## src/hdl/rmcr_pkg.sv

```systemverilog
package rmcr_pkg;
    // ------------------------------------------------------------
    // register offsets
    // ------------------------------------------------------------
    localparam logic [7:0] LANE_PWR_OFS  = 8'h09;
    localparam logic [7:0] MODE_EQ_OFS   = 8'h0A;
    // ------------------------------------------------------------
    // lane_and_power_control fields
    // ------------------------------------------------------------
    localparam int LANE_REORDER_BIT      = 7;
    localparam int PAIR_INVERT_BIT       = 6;
    localparam int LP_RSVD_BIT           = 5;
    localparam int ACT_DETECT_BIT        = 4;
    localparam int FORCED_PD_BIT         = 3;
    localparam int SLEEP_INHIBIT_BIT     = 2;
    localparam int RATE_LSB              = 0;
    localparam logic [1:0] RATE_RST      = 2'h2;
    localparam logic [1:0] RATE_400K     = 2'h3;
    // ------------------------------------------------------------
    // mode_and_equalizer_control fields
    // ------------------------------------------------------------
    localparam int PLACEMENT_BIT         = 7;
    localparam int HP_BLOCK_BIT          = 6;
    localparam int ADAPTIVE_EQ_BIT       = 5;
    localparam int EQ_ON_BIT             = 4;
    localparam int ME_RSVD_BIT           = 3;
    localparam int COMMIT_BIT            = 2;
    localparam int MODE_LSB              = 0;
    localparam logic       PLACEMENT_RST = 1'b1;
    localparam logic       ADAPTIVE_RST  = 1'b1;
    localparam logic       EQ_ON_RST     = 1'b1;
    localparam logic [1:0] MODE_RST      = 2'h1;
    localparam logic [1:0] MODE_REDRIVER = 2'h0;
    localparam logic [1:0] MODE_AUTO     = 2'h1;
    localparam logic [1:0] MODE_RATIO    = 2'h2;
    localparam logic [1:0] MODE_RETIMER  = 2'h3;
    localparam logic [7:0] ZERO_BYTE     = 8'h00;
endpackage : rmcr_pkg

```

## src/hdl/rmcr_strap_field.sv

```systemverilog
`timescale 1ns/1ps
module rmcr_strap_field #(
    parameter int         W   = 1,
    parameter logic [W-1:0] RST = '0
) (
    input  wire logic         clk_i,
    input  wire logic         sys_rst_i,
    input  wire logic         ce_i,
    input  wire logic         override_i,
    input  wire logic [W-1:0] strap_i,
    input  wire logic         wr_i,
    input  wire logic [W-1:0] wdata_i,
    output logic      [W-1:0] value_o
);
    logic [W-1:0] value_d;

    // track strap when override low, else hold host value
    assign value_d = !override_i ? strap_i : (wr_i ? wdata_i : value_o);

    always_ff @(posedge clk_i) begin
        if (sys_rst_i) begin
            value_o <= RST;
        end else if (ce_i) begin
            value_o <= value_d;
        end
    end
endmodule : rmcr_strap_field

```

## src/hdl/rmcr_regs.sv

```systemverilog
`timescale 1ns/1ps
// Contract
// - bit 7 of 0x09 reorders input lanes in both operations; resets 0.
// - bit 6 of 0x09 inverts input pairs, retimer operation only; resets 0.
// - reorder and invert bits follow lane-order strap; writes ignored override low.
// - bit 4 of 0x09 enables activity detect standby, redriver only.
// - activity detect bit follows its strap; writes ignored override low.
// - bit 3 of 0x09 forces lowest power state; resets 0.
// - bit 2 of 0x09 inhibits hot-plug driven automatic sleep; resets 0.
// - bits 1:0 of 0x09 select port rate; reset 100 kbps code.
// - bit 7 of 0x0A selects source 0 or sink 1; resets 1.
// - bit 6 of 0x0A blocks hot-plug pass-through when set.
// - bit 5 of 0x0A adaptive equalizer select, reset 1, writes gated.
// - bit 4 of 0x0A equalizer on, reset 1, writes gated by override.
// - bit 2 of 0x0A write-only self-clearing commit applies staged lane settings.
// - lane setting writes stay staged until commit is written, or pass straight through while lanes are idle.
// - bits 1:0 of 0x0A select operating mode; reset auto crossover.
// - reserved bits 5 of 0x09 and 3 of 0x0A read zero.
// - port always accepts access; strap overrides only with override high.
// - clock ratio flag 0 means clock tenth, 1 fortieth of bit rate.
module rmcr_regs (
    input  wire logic       clk_i,
    input  wire logic       sys_rst_i,
    input  wire logic       ce_i,
    input  wire logic       override_i,
    input  wire logic       lane_order_strap_pin_i,
    input  wire logic       clock_activity_detect_strap_i,
    input  wire logic       downstream_hotplug_in_i,
    input  wire logic       clock_ratio_flag_i,
    input  wire logic       link_clock_present_i,
    input  wire logic       retimer_active_i,
    input  wire logic       wr_i,
    input  wire logic       rd_i,
    input  wire logic [7:0] addr_i,
    input  wire logic [7:0] wdata_i,
    output logic      [7:0] rdata_o,
    output logic            rvalid_o,
    output logic            lane_reorder_o,
    output logic            pair_invert_o,
    output logic            clock_activity_detect_en_o,
    output logic            receiver_standby_o,
    output logic            forced_powerdown_o,
    output logic            auto_sleep_inhibit_o,
    output logic            powerdown_o,
    output logic [1:0]      config_port_rate_sel_o,
    output logic            sink_placement_o,
    output logic            hotplug_forward_block_o,
    output logic            upstream_hotplug_out_o,
    output logic            adaptive_equalizer_sel_o,
    output logic            equalizer_on_o,
    output logic            commit_lane_settings_o,
    output logic [1:0]      operating_mode_sel_o,
    output logic            applied_adaptive_eq_o,
    output logic            applied_eq_on_o,
    output logic            clock_ratio_40_o
);
    // ------------------------------------------------------------
    // decode
    // ------------------------------------------------------------
    logic       sel_lp;
    logic       sel_me;
    logic       wr_lp;
    logic       wr_me;
    logic       strap_wr_lp;
    logic       strap_wr_me;
    logic       reorder_q;
    logic       invert_q;
    logic       act_det_q;
    logic       forced_pd_q;
    logic       inhibit_q;
    logic [1:0] rate_q;
    logic       placement_q;
    logic       hp_block_q;
    logic       adaptive_q;
    logic       eq_on_q;
    logic [1:0] mode_q;
    logic       apply_d;
    logic       apply_now;
    logic       lanes_idle;
    logic [7:0] lp_rd;
    logic [7:0] me_rd;
    logic [7:0] rdata_d;
    logic       standby_d;
    logic       pd_d;
    logic       eff_retimer;

    assign sel_lp      = (addr_i == rmcr_pkg::LANE_PWR_OFS);
    assign sel_me      = (addr_i == rmcr_pkg::MODE_EQ_OFS);
    // accesses always taken
    assign wr_lp       = wr_i && sel_lp;
    assign wr_me       = wr_i && sel_me;
    // strap-backed writes need override high
    assign strap_wr_lp = wr_lp && override_i;
    assign strap_wr_me = wr_me && override_i;

    // ------------------------------------------------------------
    // strap-backed fields
    // ------------------------------------------------------------
    rmcr_strap_field #(.W(1), .RST(1'b0)) u_reorder (
        .clk_i      (clk_i),
        .sys_rst_i  (sys_rst_i),
        .ce_i       (ce_i),
        .override_i (override_i),
        .strap_i    (lane_order_strap_pin_i),
        .wr_i       (strap_wr_lp),
        .wdata_i    (wdata_i[rmcr_pkg::LANE_REORDER_BIT]),
        .value_o    (reorder_q)
    );

    rmcr_strap_field #(.W(1), .RST(1'b0)) u_invert (
        .clk_i      (clk_i),
        .sys_rst_i  (sys_rst_i),
        .ce_i       (ce_i),
        .override_i (override_i),
        .strap_i    (lane_order_strap_pin_i),
        .wr_i       (strap_wr_lp),
        .wdata_i    (wdata_i[rmcr_pkg::PAIR_INVERT_BIT]),
        .value_o    (invert_q)
    );

    rmcr_strap_field #(.W(1), .RST(1'b0)) u_act_det (
        .clk_i      (clk_i),
        .sys_rst_i  (sys_rst_i),
        .ce_i       (ce_i),
        .override_i (override_i),
        .strap_i    (clock_activity_detect_strap_i),
        .wr_i       (strap_wr_lp),
        .wdata_i    (wdata_i[rmcr_pkg::ACT_DETECT_BIT]),
        .value_o    (act_det_q)
    );

    // ------------------------------------------------------------
    // plain host fields
    // ------------------------------------------------------------
    always_ff @(posedge clk_i) begin
        if (sys_rst_i) begin
            forced_pd_q <= 1'b0;
            inhibit_q   <= 1'b0;
            rate_q      <= rmcr_pkg::RATE_RST;
            placement_q <= rmcr_pkg::PLACEMENT_RST;
            hp_block_q  <= 1'b0;
            mode_q      <= rmcr_pkg::MODE_RST;
        end else if (ce_i) begin
            if (wr_lp) begin
                forced_pd_q <= wdata_i[rmcr_pkg::FORCED_PD_BIT];
                inhibit_q   <= wdata_i[rmcr_pkg::SLEEP_INHIBIT_BIT];
                rate_q      <= wdata_i[rmcr_pkg::RATE_LSB +: 2];
            end
            if (wr_me) begin
                placement_q <= wdata_i[rmcr_pkg::PLACEMENT_BIT];
                hp_block_q  <= wdata_i[rmcr_pkg::HP_BLOCK_BIT];
                mode_q      <= wdata_i[rmcr_pkg::MODE_LSB +: 2];
            end
        end
    end

    // equalizer fields: reset values, writes gated by override
    always_ff @(posedge clk_i) begin
        if (sys_rst_i) begin
            adaptive_q <= rmcr_pkg::ADAPTIVE_RST;
            eq_on_q    <= rmcr_pkg::EQ_ON_RST;
        end else if (ce_i && strap_wr_me) begin
            adaptive_q <= wdata_i[rmcr_pkg::ADAPTIVE_EQ_BIT];
            eq_on_q    <= wdata_i[rmcr_pkg::EQ_ON_BIT];
        end
    end

    // ------------------------------------------------------------
    // commit and staged lane settings
    // ------------------------------------------------------------
    assign apply_d    = wr_me && wdata_i[rmcr_pkg::COMMIT_BIT];
    // lanes idle: settings may pass straight through
    assign lanes_idle = !downstream_hotplug_in_i || forced_pd_q
                        || (!link_clock_present_i && act_det_q);
    assign apply_now  = commit_lane_settings_o || lanes_idle;

    always_ff @(posedge clk_i) begin
        if (sys_rst_i) begin
            commit_lane_settings_o <= 1'b0;
            applied_adaptive_eq_o  <= rmcr_pkg::ADAPTIVE_RST;
            applied_eq_on_o        <= rmcr_pkg::EQ_ON_RST;
        end else if (ce_i) begin
            commit_lane_settings_o <= apply_d;
            if (apply_now) begin
                applied_adaptive_eq_o <= adaptive_q;
                applied_eq_on_o       <= eq_on_q;
            end
        end
    end

    // ------------------------------------------------------------
    // read path
    // ------------------------------------------------------------
    assign lp_rd   = {reorder_q, invert_q, 1'b0, act_det_q,
                      forced_pd_q, inhibit_q, rate_q};
    assign me_rd   = {placement_q, hp_block_q, adaptive_q, eq_on_q,
                      1'b0, 1'b0, mode_q};
    assign rdata_d = sel_lp ? lp_rd : (sel_me ? me_rd : rmcr_pkg::ZERO_BYTE);

    // ------------------------------------------------------------
    // lane and power logic, and registered outputs including read data, except commit strobe and applied equalizer outputs
    // ------------------------------------------------------------
    assign eff_retimer = (mode_q == rmcr_pkg::MODE_RETIMER)
                         || ((mode_q == rmcr_pkg::MODE_RATIO) && clock_ratio_flag_i)
                         || ((mode_q == rmcr_pkg::MODE_AUTO) && retimer_active_i);
    assign standby_d   = act_det_q && !eff_retimer && !link_clock_present_i;
    assign pd_d        = forced_pd_q || (!inhibit_q && !downstream_hotplug_in_i);

    always_ff @(posedge clk_i) begin
        if (sys_rst_i) begin
            rdata_o                    <= rmcr_pkg::ZERO_BYTE;
            rvalid_o                   <= 1'b0;
            lane_reorder_o             <= 1'b0;
            pair_invert_o              <= 1'b0;
            clock_activity_detect_en_o <= 1'b0;
            receiver_standby_o         <= 1'b0;
            forced_powerdown_o         <= 1'b0;
            auto_sleep_inhibit_o       <= 1'b0;
            powerdown_o                <= 1'b0;
            config_port_rate_sel_o     <= rmcr_pkg::RATE_RST;
            sink_placement_o           <= rmcr_pkg::PLACEMENT_RST;
            hotplug_forward_block_o    <= 1'b0;
            upstream_hotplug_out_o     <= 1'b0;
            adaptive_equalizer_sel_o   <= rmcr_pkg::ADAPTIVE_RST;
            equalizer_on_o             <= rmcr_pkg::EQ_ON_RST;
            operating_mode_sel_o       <= rmcr_pkg::MODE_RST;
            clock_ratio_40_o           <= 1'b0;
        end else if (ce_i) begin
            rdata_o                    <= rd_i ? rdata_d : rdata_o;
            rvalid_o                   <= rd_i;
            lane_reorder_o             <= reorder_q;
            pair_invert_o              <= invert_q && eff_retimer;
            clock_activity_detect_en_o <= act_det_q;
            receiver_standby_o         <= standby_d;
            forced_powerdown_o         <= forced_pd_q;
            auto_sleep_inhibit_o       <= inhibit_q;
            powerdown_o                <= pd_d;
            config_port_rate_sel_o     <= rate_q;
            sink_placement_o           <= placement_q;
            hotplug_forward_block_o    <= hp_block_q;
            upstream_hotplug_out_o     <= downstream_hotplug_in_i && !hp_block_q;
            adaptive_equalizer_sel_o   <= adaptive_q;
            equalizer_on_o             <= eq_on_q;
            operating_mode_sel_o       <= mode_q;
            clock_ratio_40_o           <= clock_ratio_flag_i;
        end
    end
endmodule : rmcr_regs

```

## config.mk

```make
export PLATFORM = sky130hd
export DESIGN_NAME = rmcr_regs
export DESIGN_NICKNAME = d
export VERILOG_FILES = /design/src/hdl/rmcr_pkg.sv /design/src/hdl/rmcr_strap_field.sv /design/src/hdl/rmcr_regs.sv
export SDC_FILE = /design/constraint.sdc
export NUM_CORES = 1
export LEC_CHECK = 0
export CELL_PAD_IN_SITES_DETAIL_PLACEMENT = 1
export CELL_PAD_IN_SITES_GLOBAL_PLACEMENT = 1
export CORE_MARGIN = 2
export CORE_UTILIZATION = 43
export CTS_BUF_LIST = sky130_fd_sc_hd__clkbuf_8 sky130_fd_sc_hd__clkbuf_16
export DETAILED_ROUTE_END_ITERATION = 8
export DONT_BUFFER_PORTS = 1
export PLACE_DENSITY = 0.78
export REMOVE_ABC_BUFFERS = 1
export SETUP_SLACK_MARGIN = 0.2
export SYNTH_ARGS = -nofsm -noshare
export SYNTH_HDL_FRONTEND = slang
export SYNTH_HIERARCHICAL = 1
export SYNTH_SLANG_ARGS = --single-unit
```

## constraint.sdc

```tcl
create_clock -name clk_i -period 2.8 [get_ports clk_i]
set_clock_uncertainty 0.05 [all_clocks]
set_input_delay 0.28 -clock clk_i [delete_from_list [all_inputs] [get_ports clk_i]]
set_output_delay 0.28 -clock clk_i [all_outputs]
set_load 0.01 [all_outputs]
```

==> metrics.md, run 1 <==
| Metric | Value |
|---|---|
| Status | `completed` |
| Gr ovfl total | `0` |
| NetSw | `245 µW` |
| Overall Global Routing Usage | `21.7%` |
| Number of global-route vias before repair | `1650` |
| Tmin final | `1.60 ns` |
| CTS Buf Count | `5` |
| Mapped Area | `0.00185 mm²` |
| CP max FO | `11` |
| Final setup TNS | `0 ns` |
| Critical path type | `in -> reg` |
| # DRC | `0` |
| First-pass GRT wire length | `8.36 mm` |
| Tot Pwr | `1.08 mW` |
| Number of flops mapped to enable cells by yosys | `0` |
| Hpwl dp | `3.52 mm` |
| Final WL | `5.16 mm` |
| Final Wtd Congestion | `0.770` |
| Detail Route Antenna Nets | `0` |
| Final std cells w/o fill | `246` |
| P_leak | `0.746 nW` |
| Maximum buffer depth of the clock tree | `2` |
| Final count of negative-setup-slack endpoints | `0` |
| Final instance area | `0.00200 mm²` |
| N_diodes | `0` |
| Largest net degree at the start of global routing | `48` |
| Int Power | `834 µW` |
| Clock root buffer | `clkbuf_8` |
| Worst Path Required | `2.99 ns` |
| Area growth syn-to-layout | `7.77%` |
| Reg clk slew, reported paths | `0.07 ns` |
| Cell Area, Placed | `0.00188 mm²` |
| Skew-Pair Late Insertion Delay | `0.30 ns` |
| Worst hold path type | `in -> reg` |
| Pwr dens | `540 mW/mm²` |
| Setup slack after layout | `1.20 ns` |
| Netlist cell types | `39` |
| Cell Rows | `23` |
| Synth Warn # | `6` |
| Routed len/inst | `21.0 µm` |
| Final period util | `57.1%` |
| CTS HTree Levels | `2` |
| Worst-Margin Slew | `0.822 ns` |
| Net Sw Frac | `22.7%` |
| Core ar. | `0.00409 mm²` |
| CTS tree | `yes` |
| Synth Flop Type | `dfxtp_1` |
| Final Core Density | `48.9%` |
| Cells after Synth | `197` |
| Final nets | `223` |
| Post-synthesis sequential area ratio | `45.4%` |
| Max_cap viols | `0` |
| CP arrival | `1.79 ns` |
| Sequential share of power | `57.5%` |
| Initial DRC count | `67` |
| # clock sinks | `42` |
| Final hold slack | `0.00835 ns` |
| Setup bufs post-CTS | `0` |
| Max-slew violations | `0` |
| Port Buffers | `0` |
| Die Wd | `69.6 µm` |
| Nature of the critical path endpoint | `flip-flop` |
| Hold Vio Cnt, Final | `0` |
| Share of layout cells above drive strength 1 | `5.61%` |
| Die H | `69.6 µm` |
| Via count | `1545` |
| Placed cells | `235` |
| Initial core utilization | `45.3%` |
| #FFs+latches synth | `42` |
| Die area | `0.00485 mm²` |
| Slew HR | `45.0%` |
| FMAX | `0.625 GHz` |
| Dpl ws | `0.892 ns` |
| Drt via density | `6.28` |
| DRT Pass-1 Iters | `4` |
| Post-Syn Area per Cell | `9.41 µm²` |
| Power share of the clock group | `36.8%` |
| Async S/R FF share, synth | `0%` |
| Peak VDD IR | `0.278 mV` |
| RSZ-0062 raised after global routing | `false` |
| Antenna violations before repair | `0` |
| Ports | `57` |
| Critical path launch point type | `primary input` |
| Logic pwr share | `5.7%` |
## cells in the final DEF (no fill, tap or decap), types with 6 or more instances in the layout
cell | Yosys | routed
nor3b_1 | 6 | 6
nand4_1 | 8 | 8
nand2_1 | 6 | 6
nor4_1 | 7 | 7
dfxtp_1 | 42 | 42
nor2_1 | 18 | 18
and4b_1 | 6 | 6
mux2i_1 | 10 | 10
clkbuf_8 | 0 | 6
nor2b_1 | 6 | 6
o21bai_1 | 6 | 6
a21oi_1 | 15 | 15
## flip-flops by register name, indices dropped and copies added (netlist names), 2 cells and up
register,count
mode_q,2
config_port_rate_sel_o,2
rdata_o,8
operating_mode_sel_o,2
rate_q,2
## power by group through the flow
stage / combinational [mW] / clock [mW] / sequential, mW
floorplan: 0.0429 / 0 / 0.632
global placement: 0.0492 / 0 / 0.634
detailed placement: 0.0532 / 0 / 0.634
CTS: 0.0602 / 0.404 / 0.620
global route: 0.0674 / 0.429 / 0.622
finish: 0.0615 / 0.397 / 0.620
## worst max-delay path, cell delays in order
cell	delay, ns
or4b_4	0.61
nor4_1	0.65
a221o_1	0.25
## cell type report
class | instances | area [µm²]
clock buffers | 6 | 82.6
clock inverters | 2 | 8.76
fillers | 478 | 2090
inverters | 4 | 15.0
multi-input cells | 138 | 950
flip-flops and latches | 42 | 841
well taps | 50 | 62.6
repair buffers | 4 | 37.5
## synth_stat cells (2+ instances only)
cell type | number | area [µm²]
dfxtp_1 | 42 | 841
nor2_1 | 18 | 67.6
a21oi_1 | 15 | 75.1
mux2i_1 | 10 | 100
clkbuf_1 | 9 | 33.8
nand4_1 | 8 | 50.1
nor4_1 | 7 | 43.8
and4b_1 | 6 | 60.1
nand2_1 | 6 | 22.5
nor2b_1 | 6 | 37.5
nor3b_1 | 6 | 45.0
o21bai_1 | 6 | 45.0
a211o_1 | 5 | 43.8
and2_1 | 5 | 31.3
nand2b_1 | 5 | 31.3
o31ai_1 | 5 | 37.5
a221o_1 | 4 | 40.0
inv_1 | 4 | 15.0
a31oi_1 | 3 | 18.8
a311o_1 | 2 | 20.0
a41oi_1 | 2 | 17.5
and3b_1 | 2 | 17.5
buf_1 | 2 | 7.51
nand3b_1 | 2 | 15.0
nand4b_1 | 2 | 17.5
nor4b_1 | 2 | 17.5
## per-layer routing
| metal | vias to the layer above | share of wire [%] | track usage [%] |
|---|---|---|---|
| met5 | - | 0 | 0 |
| met4 | 0 | 1.4 | 7.26 |
| met3 | 7 | 7.7 | 7.12 |
| met2 | 47 | 49 | 38.4 |
| met1 | 754 | 42 | 24.6 |
| li1 | 737 | - | - |
## final timing paths
check                                 start                                   to  slack [ns]  depth (start not counted)
max                               addr_i[7]              rdata_o[1]$_SDFFE_PP0P_        1.20                          3
min                               sys_rst_i  commit_lane_settings_o$_SDFFE_PP0P_       0.008                          1
max reg2reg  u_act_det/value_o$_SDFFE_PP0P_         applied_eq_on_o$_SDFFE_PP1P_        1.26                          3
min reg2reg         rdata_o[4]$_SDFFE_PP0P_              rdata_o[4]$_SDFFE_PP0P_        0.46                          2
## kinds of logic after synthesis
family	count (synthesis)	share of synthesized area, %
flip-flops	42	45.4
multiplexers	10	5.40
AND/OR/NAND/NOR	81	27.1
AO/OA/AOI/OAI	47	18.4
buffers and inverters	17	3.71
## what timing repair did
action | CTS | global route
endpoints found under the hold margin | 17 | 1
hold buffers | 2 | 1
gates resized for setup | 0 | 0
Note: power is estimated with default switching activity, not from simulation.
==> run 2: changes to the inputs <==
--- a/config.mk
+++ b/config.mk
@@ -8,7 +8,7 @@
 export CELL_PAD_IN_SITES_DETAIL_PLACEMENT = 1
 export CELL_PAD_IN_SITES_GLOBAL_PLACEMENT = 1
 export CORE_MARGIN = 2
-export CORE_UTILIZATION = 43
+export CORE_UTILIZATION = 41
 export CTS_BUF_LIST = sky130_fd_sc_hd__clkbuf_8 sky130_fd_sc_hd__clkbuf_16
 export DETAILED_ROUTE_END_ITERATION = 8
 export DONT_BUFFER_PORTS = 1
==> constraint.sdc (replaced) <==
create_clock -name clk_i -period 1.45 [get_ports clk_i]
set_clock_uncertainty 0.05 [all_clocks]
set_input_delay 0.145 -clock clk_i [delete_from_list [all_inputs] [get_ports clk_i]]
set_output_delay 0.145 -clock clk_i [all_outputs]
set_load 0.01 [all_outputs]
==> run 2 against run 1 <==
Compared with the run above:
- the run now ends with hold timing left
- sequential share of layout area fell by 3.8 points
- critical path depth rose by 1
- die area up 4.6%
- via count up 8.7%
- sequential power is 94% higher
- hold slack worse by 0.11 ns
- combinational power grew to 2.7 times the previous value
- routed wire length rose by 11%
- setup slack got worse by 1.0 ns
- clock power up 140%
- critical endpoint is now rdata_o[6]$_SDFFE_PP0P_
- largest power group unchanged
==> metrics.md, run 2 (synthesis results as in run 1) <==
| Metric | Value |
|---|---|
| Crit path buffers/inverters | `1` |
| Nature of the critical path endpoint | `flip-flop` |
| Die area | `0.00507 mm²` |
| Worst hold path type | `in -> reg` |
| Max-slew violations | `0` |
| Skew-Pair Late Insertion Delay | `0.30 ns` |
| Port Buffers | `0` |
| Final count of negative-setup-slack endpoints | `0` |
| Overall Global Routing Usage | `22.7%` |
| Final nets | `240` |
| Final setup TNS | `0 ns` |
| Status | `finished, violations left` |
| Leading cell type in the layout, fill and taps excluded | `dfxtp_1` |
| Max reg flops | `8` |
| Max_cap viols | `0` |
| RSZ-0062 raised after global routing | `true` |
| Max Used Layer | `met4` |
| N_diodes | `0` |
| Largest net degree at the start of global routing | `48` |
| Drt via density | `6.34` |
| CTS Buf Count | `5` |
| Final period util | `86.2%` |
| Gr ovfl total | `0` |
| Top reg by flops | `rdata_o` |
| CTS HTree Levels | `2` |
| Final hold slack | `-0.102 ns` |
| P_leak | `0.836 nW` |
| CTS tree | `yes` |
| Final std cells w/o fill | `265` |
| First-pass GRT wire length | `9.00 mm` |
| CP max FO | `5` |
| Pwr dens | `1040 mW/mm²` |
| Detail Route Antenna Nets | `0` |
| Met3 wire length | `524 µm` |
| Initial DRC count | `110` |
| CP cell instances | `or4b_4 -> nor4_1 -> buf_4 -> a221o_1` |
| Final Core Density | `50.7%` |
| # fillers | `501` |
| Placed cells | `246` |
| FMAX | `0.800 GHz` |
| Cell Rows | `24` |
| Routed len/inst | `21.7 µm` |
| Initial core utilization | `42.6%` |
| Tot Pwr | `2.30 mW` |
| CP arrival | `1.44 ns` |
| Die Wd | `71.2 µm` |
| Share of layout cells above drive strength 1 | `14.6%` |
| Worst Path Required | `1.64 ns` |
| Antenna violations before repair | `0` |
| Failing checks | `hold timing` |
| Hpwl dp | `3.72 mm` |
| Reg clk slew, reported paths | `0.08 ns` |
| Setup bufs post-CTS | `0` |
| Final WL | `5.74 mm` |
| Die H | `71.2 µm` |
| # DRC | `0` |
| Critical path launch point type | `primary input` |
| Final Wtd Congestion | `0.843` |
| Met2 WL | `2.79 mm` |
| Core ar. | `0.00435 mm²` |
| Tmin final | `1.25 ns` |
| Worst-Margin Slew | `0.416 ns` |
| Kind of cell adding the most delay to the critical path | `simple AND/OR/NAND/NOR gates` |
| Area growth syn-to-layout | `19.2%` |
| Via count | `1679` |
| # hold bufs at CTS | `12` |
| DRT Pass-1 Iters | `4` |
| Slew HR | `72.2%` |
| Maximum buffer depth of the clock tree | `2` |
| Critical path type | `in -> reg` |
| Crit-path slowest cell | `or4b_4` |
| Ports | `57` |
| Highest cell delay on the worst timing path | `0.56 ns` |
| # clock sinks | `42` |
| Commonest non-fill, non-tap cells in the layout | `dfxtp_1 (38), nor2_1 (18), a21oi_1 (14)` |
| Hold Vio Cnt, Final | `19` |
| DRT met1 WL | `2.26 mm` |
| Clock root buffer | `clkbuf_8` |
| Peak VDD IR | `0.497 mV` |
| Number of global-route vias before repair | `1775` |
==> run 2: cell types whose count changed in the layout (fill, tap and decap cells not counted), moves of 2 or more <==
cell           previous run  this run
dfxtp_2                   0         4
clkinvlp_4                0         2
dlygate4sd3_1             3        10
dfxtp_1                  42        38
buf_4                     1        10
==> run 2: cell type report <==
class / instances / area, µm² / share of cell area (%)
Clock buffer: 5 / 68.8 / 3.12
Clock inverter: 3 / 45.0 / 2.04
Inverter: 4 / 15.0 / 0.680
Multi-Input combinational cell: 138 / 973 / 44.1
Sequential cell: 42 / 846 / 38.3
Tap cell: 52 / 65.1 / 2.95
Timing Repair Buffer: 21 / 195 / 8.84
==> run 2: per-layer routing <==
layer / up-vias / GRT usage (%)
met2: 80 / 38.0
met5: - / 0
li1: 774 / -
met4: 0 / 10.1
met3: 15 / 7.31
met1: 810 / 26.6
==> run 2: worst paths after layout <==
path                            from                                    end  slack, ns  depth (start not counted)
max                        addr_i[7]                rdata_o[6]$_SDFFE_PP0P_       0.20                          4
min                             ce_i               powerdown_o$_SDFFE_PP0P_      -0.10                          1
max reg2reg  adaptive_q$_SDFFE_PP1P_                rdata_o[5]$_SDFFE_PP0P_       0.24                          3
min reg2reg  adaptive_q$_SDFFE_PP1P_  adaptive_equalizer_sel_o$_SDFFE_PP1P_       0.46                          1
==> run 2: power by group <==
part / internal, mW / leakage (nW) / switching [mW] / total [mW]
Sequential: 1.17 / 0.342 / 0.0227 / 1.20
Clock: 0.512 / 0.0504 / 0.422 / 0.934
Combinational: 0.0890 / 0.443 / 0.0788 / 0.168
==> run 2: what timing repair did <==
| item | in CTS | in global routing |
|---|---|---|
| resized for setup | 2 | 8 |
| pin swaps | 0 | 1 |
| endpoints found under the setup margin | 3 | 6 |
| endpoints found under the hold margin | 37 | 16 |
==> run 2: metrics by stage <==
stage / setup WS, ns / instance area (µm²) / hold WS, ns
2_1_floorplan: -0.840 / 1800 / 0.164
3_3_place_gp: -0.00905 / 1950 / 0.169
3_5_place_dp: -0.0943 / 1950 / 0.172
4_1_cts: 0.144 / 2200 / -0.109
5_1_grt: 0.186 / 2210 / -0.117
6_report: 0.200 / 2210 / -0.102
==> run 3: changes to the inputs <==
--- a/config.mk
+++ b/config.mk
@@ -17,5 +17,4 @@
 export SETUP_SLACK_MARGIN = 0.2
 export SYNTH_ARGS = -nofsm -noshare
 export SYNTH_HDL_FRONTEND = slang
-export SYNTH_HIERARCHICAL = 1
 export SYNTH_SLANG_ARGS = --single-unit
==> run 3 against run 2 <==
Compared with the run above:
- the run still ends with hold timing left
- clock power is 26% lower
- largest power group unchanged
- critical endpoint is now lane_reorder_o$_SDFFE_PP0P_
- critical path type is now reg -> reg
- critical path depth is 1 lower
- non-clock buffer count is 7 lower
==> metrics.md, run 3 <==
| Metric | Value |
|---|---|
| Initial core utilization | `43.2%` |
| Largest net degree at the start of global routing | `40` |
| Antenna violations before repair | `0` |
| First-pass GRT wire length | `7.79 mm` |
| Maximum buffer depth of the clock tree | `2` |
| Mapped Area | `0.00177 mm²` |
| Final hold slack | `-0.146 ns` |
| Reg clk slew, reported paths | `0.08 ns` |
| Crit-path slowest cell | `dlygate4sd3_1` |
| Post-Syn Area per Cell | `9.75 µm²` |
| Tmin final | `1.23 ns` |
| Drt via density | `5.91` |
| Port Buffers | `0` |
| # hold bufs at CTS | `12` |
| Synth Flop Type | `dfxtp_1` |
| Commonest non-fill, non-tap cells in the layout | `dfxtp_1 (30), nor2_1 (21), mux2i_1 (18)` |
| Post-synthesis sequential area ratio | `47.6%` |
| Max-slew violations | `0` |
| CTS Buf Count | `5` |
| Final Core Density | `48.8%` |
| Synth Warn # | `0` |
| Critical path launch point type | `flip-flop` |
| Overall Global Routing Usage | `20.3%` |
| Final nets | `218` |
| DRT Pass-1 Iters | `4` |
| Routed len/inst | `19.8 µm` |
| Dpl ws | `0.122 ns` |
| CTS HTree Levels | `2` |
| Peak VDD IR | `0.370 mV` |
| Failing checks | `hold timing` |
| Post-synth top area cell | `dfxtp_1` |
| Async S/R FF share, synth | `0%` |
| Worst Path Required | `1.59 ns` |
| P_leak | `0.766 nW` |
| Cells after Synth | `181` |
| Worst-Margin Slew | `0.421 ns` |
| FMAX | `0.812 GHz` |
| Status | `finished, violations left` |
| Final setup TNS | `0 ns` |
| Area growth syn-to-layout | `13.0%` |
| Critical path type | `reg -> reg` |
| Netlist cell types | `27` |
| Kind of cell adding the most delay to the critical path | `buffers and inverters` |
| Initial DRC count | `46` |
| Gr ovfl total | `0` |
| Final WL | `4.75 mm` |
| Die area | `0.00485 mm²` |
| #FFs+latches synth | `42` |
| Clock root buffer | `clkbuf_8` |
| Max_cap viols | `0` |
| Number of flops mapped to enable cells by yosys | `0` |
| CP arrival | `1.37 ns` |
| Final Wtd Congestion | `0.795` |
| Detail Route Antenna Nets | `0` |
| Highest cell delay on the worst timing path | `0.54 ns` |
| Crit path buffers/inverters | `1` |
| Met2 usage | `34.4%` |
| Cell Rows | `23` |
| Hold Vio Cnt, Final | `29` |
| Share of layout cells above drive strength 1 | `20.0%` |
| Hpwl dp | `3.29 mm` |
| CP max FO | `2` |
| Placed cells | `223` |
| Synth area leaders | `dfxtp_1 (48%), mux2i_1 (10%), nor2_1 (4.5%)` |
| Core ar. | `0.00409 mm²` |
| Most instantiated library cell after synthesis | `dfxtp_1` |
| Number of global-route vias before repair | `1562` |
| Post-synth top cells | `dfxtp_1 (42), nor2_1 (21), mux2i_1 (18)` |
| Met3 GRT Util | `6.98%` |
| CTS tree | `yes` |
| RSZ-0062 raised after global routing | `false` |
| Grt met1 use | `23.1%` |
| Die H | `69.6 µm` |
| Leading cell type in the layout, fill and taps excluded | `dfxtp_1` |
| Final std cells w/o fill | `240` |
| N_diodes | `0` |
| Die Wd | `69.6 µm` |
| # clock sinks | `42` |
| Setup slack after layout | `0.219 ns` |
| Slew HR | `72.0%` |
| Nature of the critical path endpoint | `flip-flop` |
| Worst hold path type | `in -> reg` |
| Max reg flops | `8` |
| Skew-Pair Late Insertion Delay | `0.30 ns` |
| Via count | `1419` |
| Most used routing layer | `met2` |
| CP cell instances | `mux2i_1 -> nor2_1 -> dlygate4sd3_1` |
| Top cell type's share of synthesized area | `47.6%` |
| # DRC | `0` |
| Final period util | `84.9%` |
| Pwr dens | `997 mW/mm²` |
| Ports | `57` |
| Final count of negative-setup-slack endpoints | `0` |
| Top reg by flops | `rdata_o` |
[run 3: metrics by stage]
stage	power [mW]	cell area [µm²]
detailed placement	1.31	1800
global placement	1.30	1800
floorplan	1.28	1700
finish	1.99	2000
global route	2.07	2000
CTS	2.01	2010
[run 3: path summary, 6_finish.rpt]
path,start,endpoint,cells past startpoint,slack [ns]
max reg2reg,lane_reorder_o$_SDFFE_PP0P_,lane_reorder_o$_SDFFE_PP0P_,3,0.22
max,lane_reorder_o$_SDFFE_PP0P_,lane_reorder_o$_SDFFE_PP0P_,3,0.22
min,sys_rst_i,hotplug_forward_block_o$_SDFFE_PP0P_,1,-0.15
min reg2reg,rdata_o[2]$_SDFFE_PP0P_,rdata_o[2]$_SDFFE_PP0P_,2,0.45
[run 3: area by class of cell]
type                    instances  area [µm²]
clock buffers                   5        68.8
clock inverters                 2        7.51
fillers                       476        2090
inverters                       9        33.8
multi-input cells             118         832
flip-flops and latches         42         856
well taps                      50        62.6
repair buffers                 14         135
[run 3: worst register-to-register path, cell delays in order, from the launching register on]
cell and delay (ns):
dfxtp_2 0.34, mux2i_1 0.13, nor2_1 0.06, dlygate4sd3_1 0.54
[run 3: cell families (layout without fill, tap and decap cells)]
| family | after synthesis | count (layout) | synth area share (%) |
|---|---|---|---|
| AO/OA/AOI/OAI | 41 | 41 | 18.0 |
| buffers and inverters | 21 | 30 | 5.67 |
| flip-flops | 42 | 42 | 47.6 |
| multiplexers | 18 | 18 | 10.2 |
| AND/OR/NAND/NOR | 59 | 59 | 18.5 |
[run 3: repair_timing]
item / in CTS / in global routing
resized for setup: 1 / 12
setup endpoints to repair: 2 / 9
hold endpoints to repair: 37 / 26
pin swaps: 0 / 1
setup buffers: 0 / 3
[run 3: power breakdown]
group / internal [mW] / total [mW] / switching, mW
clock: 0.317 / 0.691 / 0.373
sequential: 1.17 / 1.19 / 0.0166
combinational: 0.0587 / 0.112 / 0.0529
[run 3: layer usage]
layer | up-vias | share of wire [%]
li1 | 673 | -
met1 | 697 | 42
met2 | 45 | 49
met3 | 4 | 8.2
met4 | 0 | 0.80
met5 | - | 0
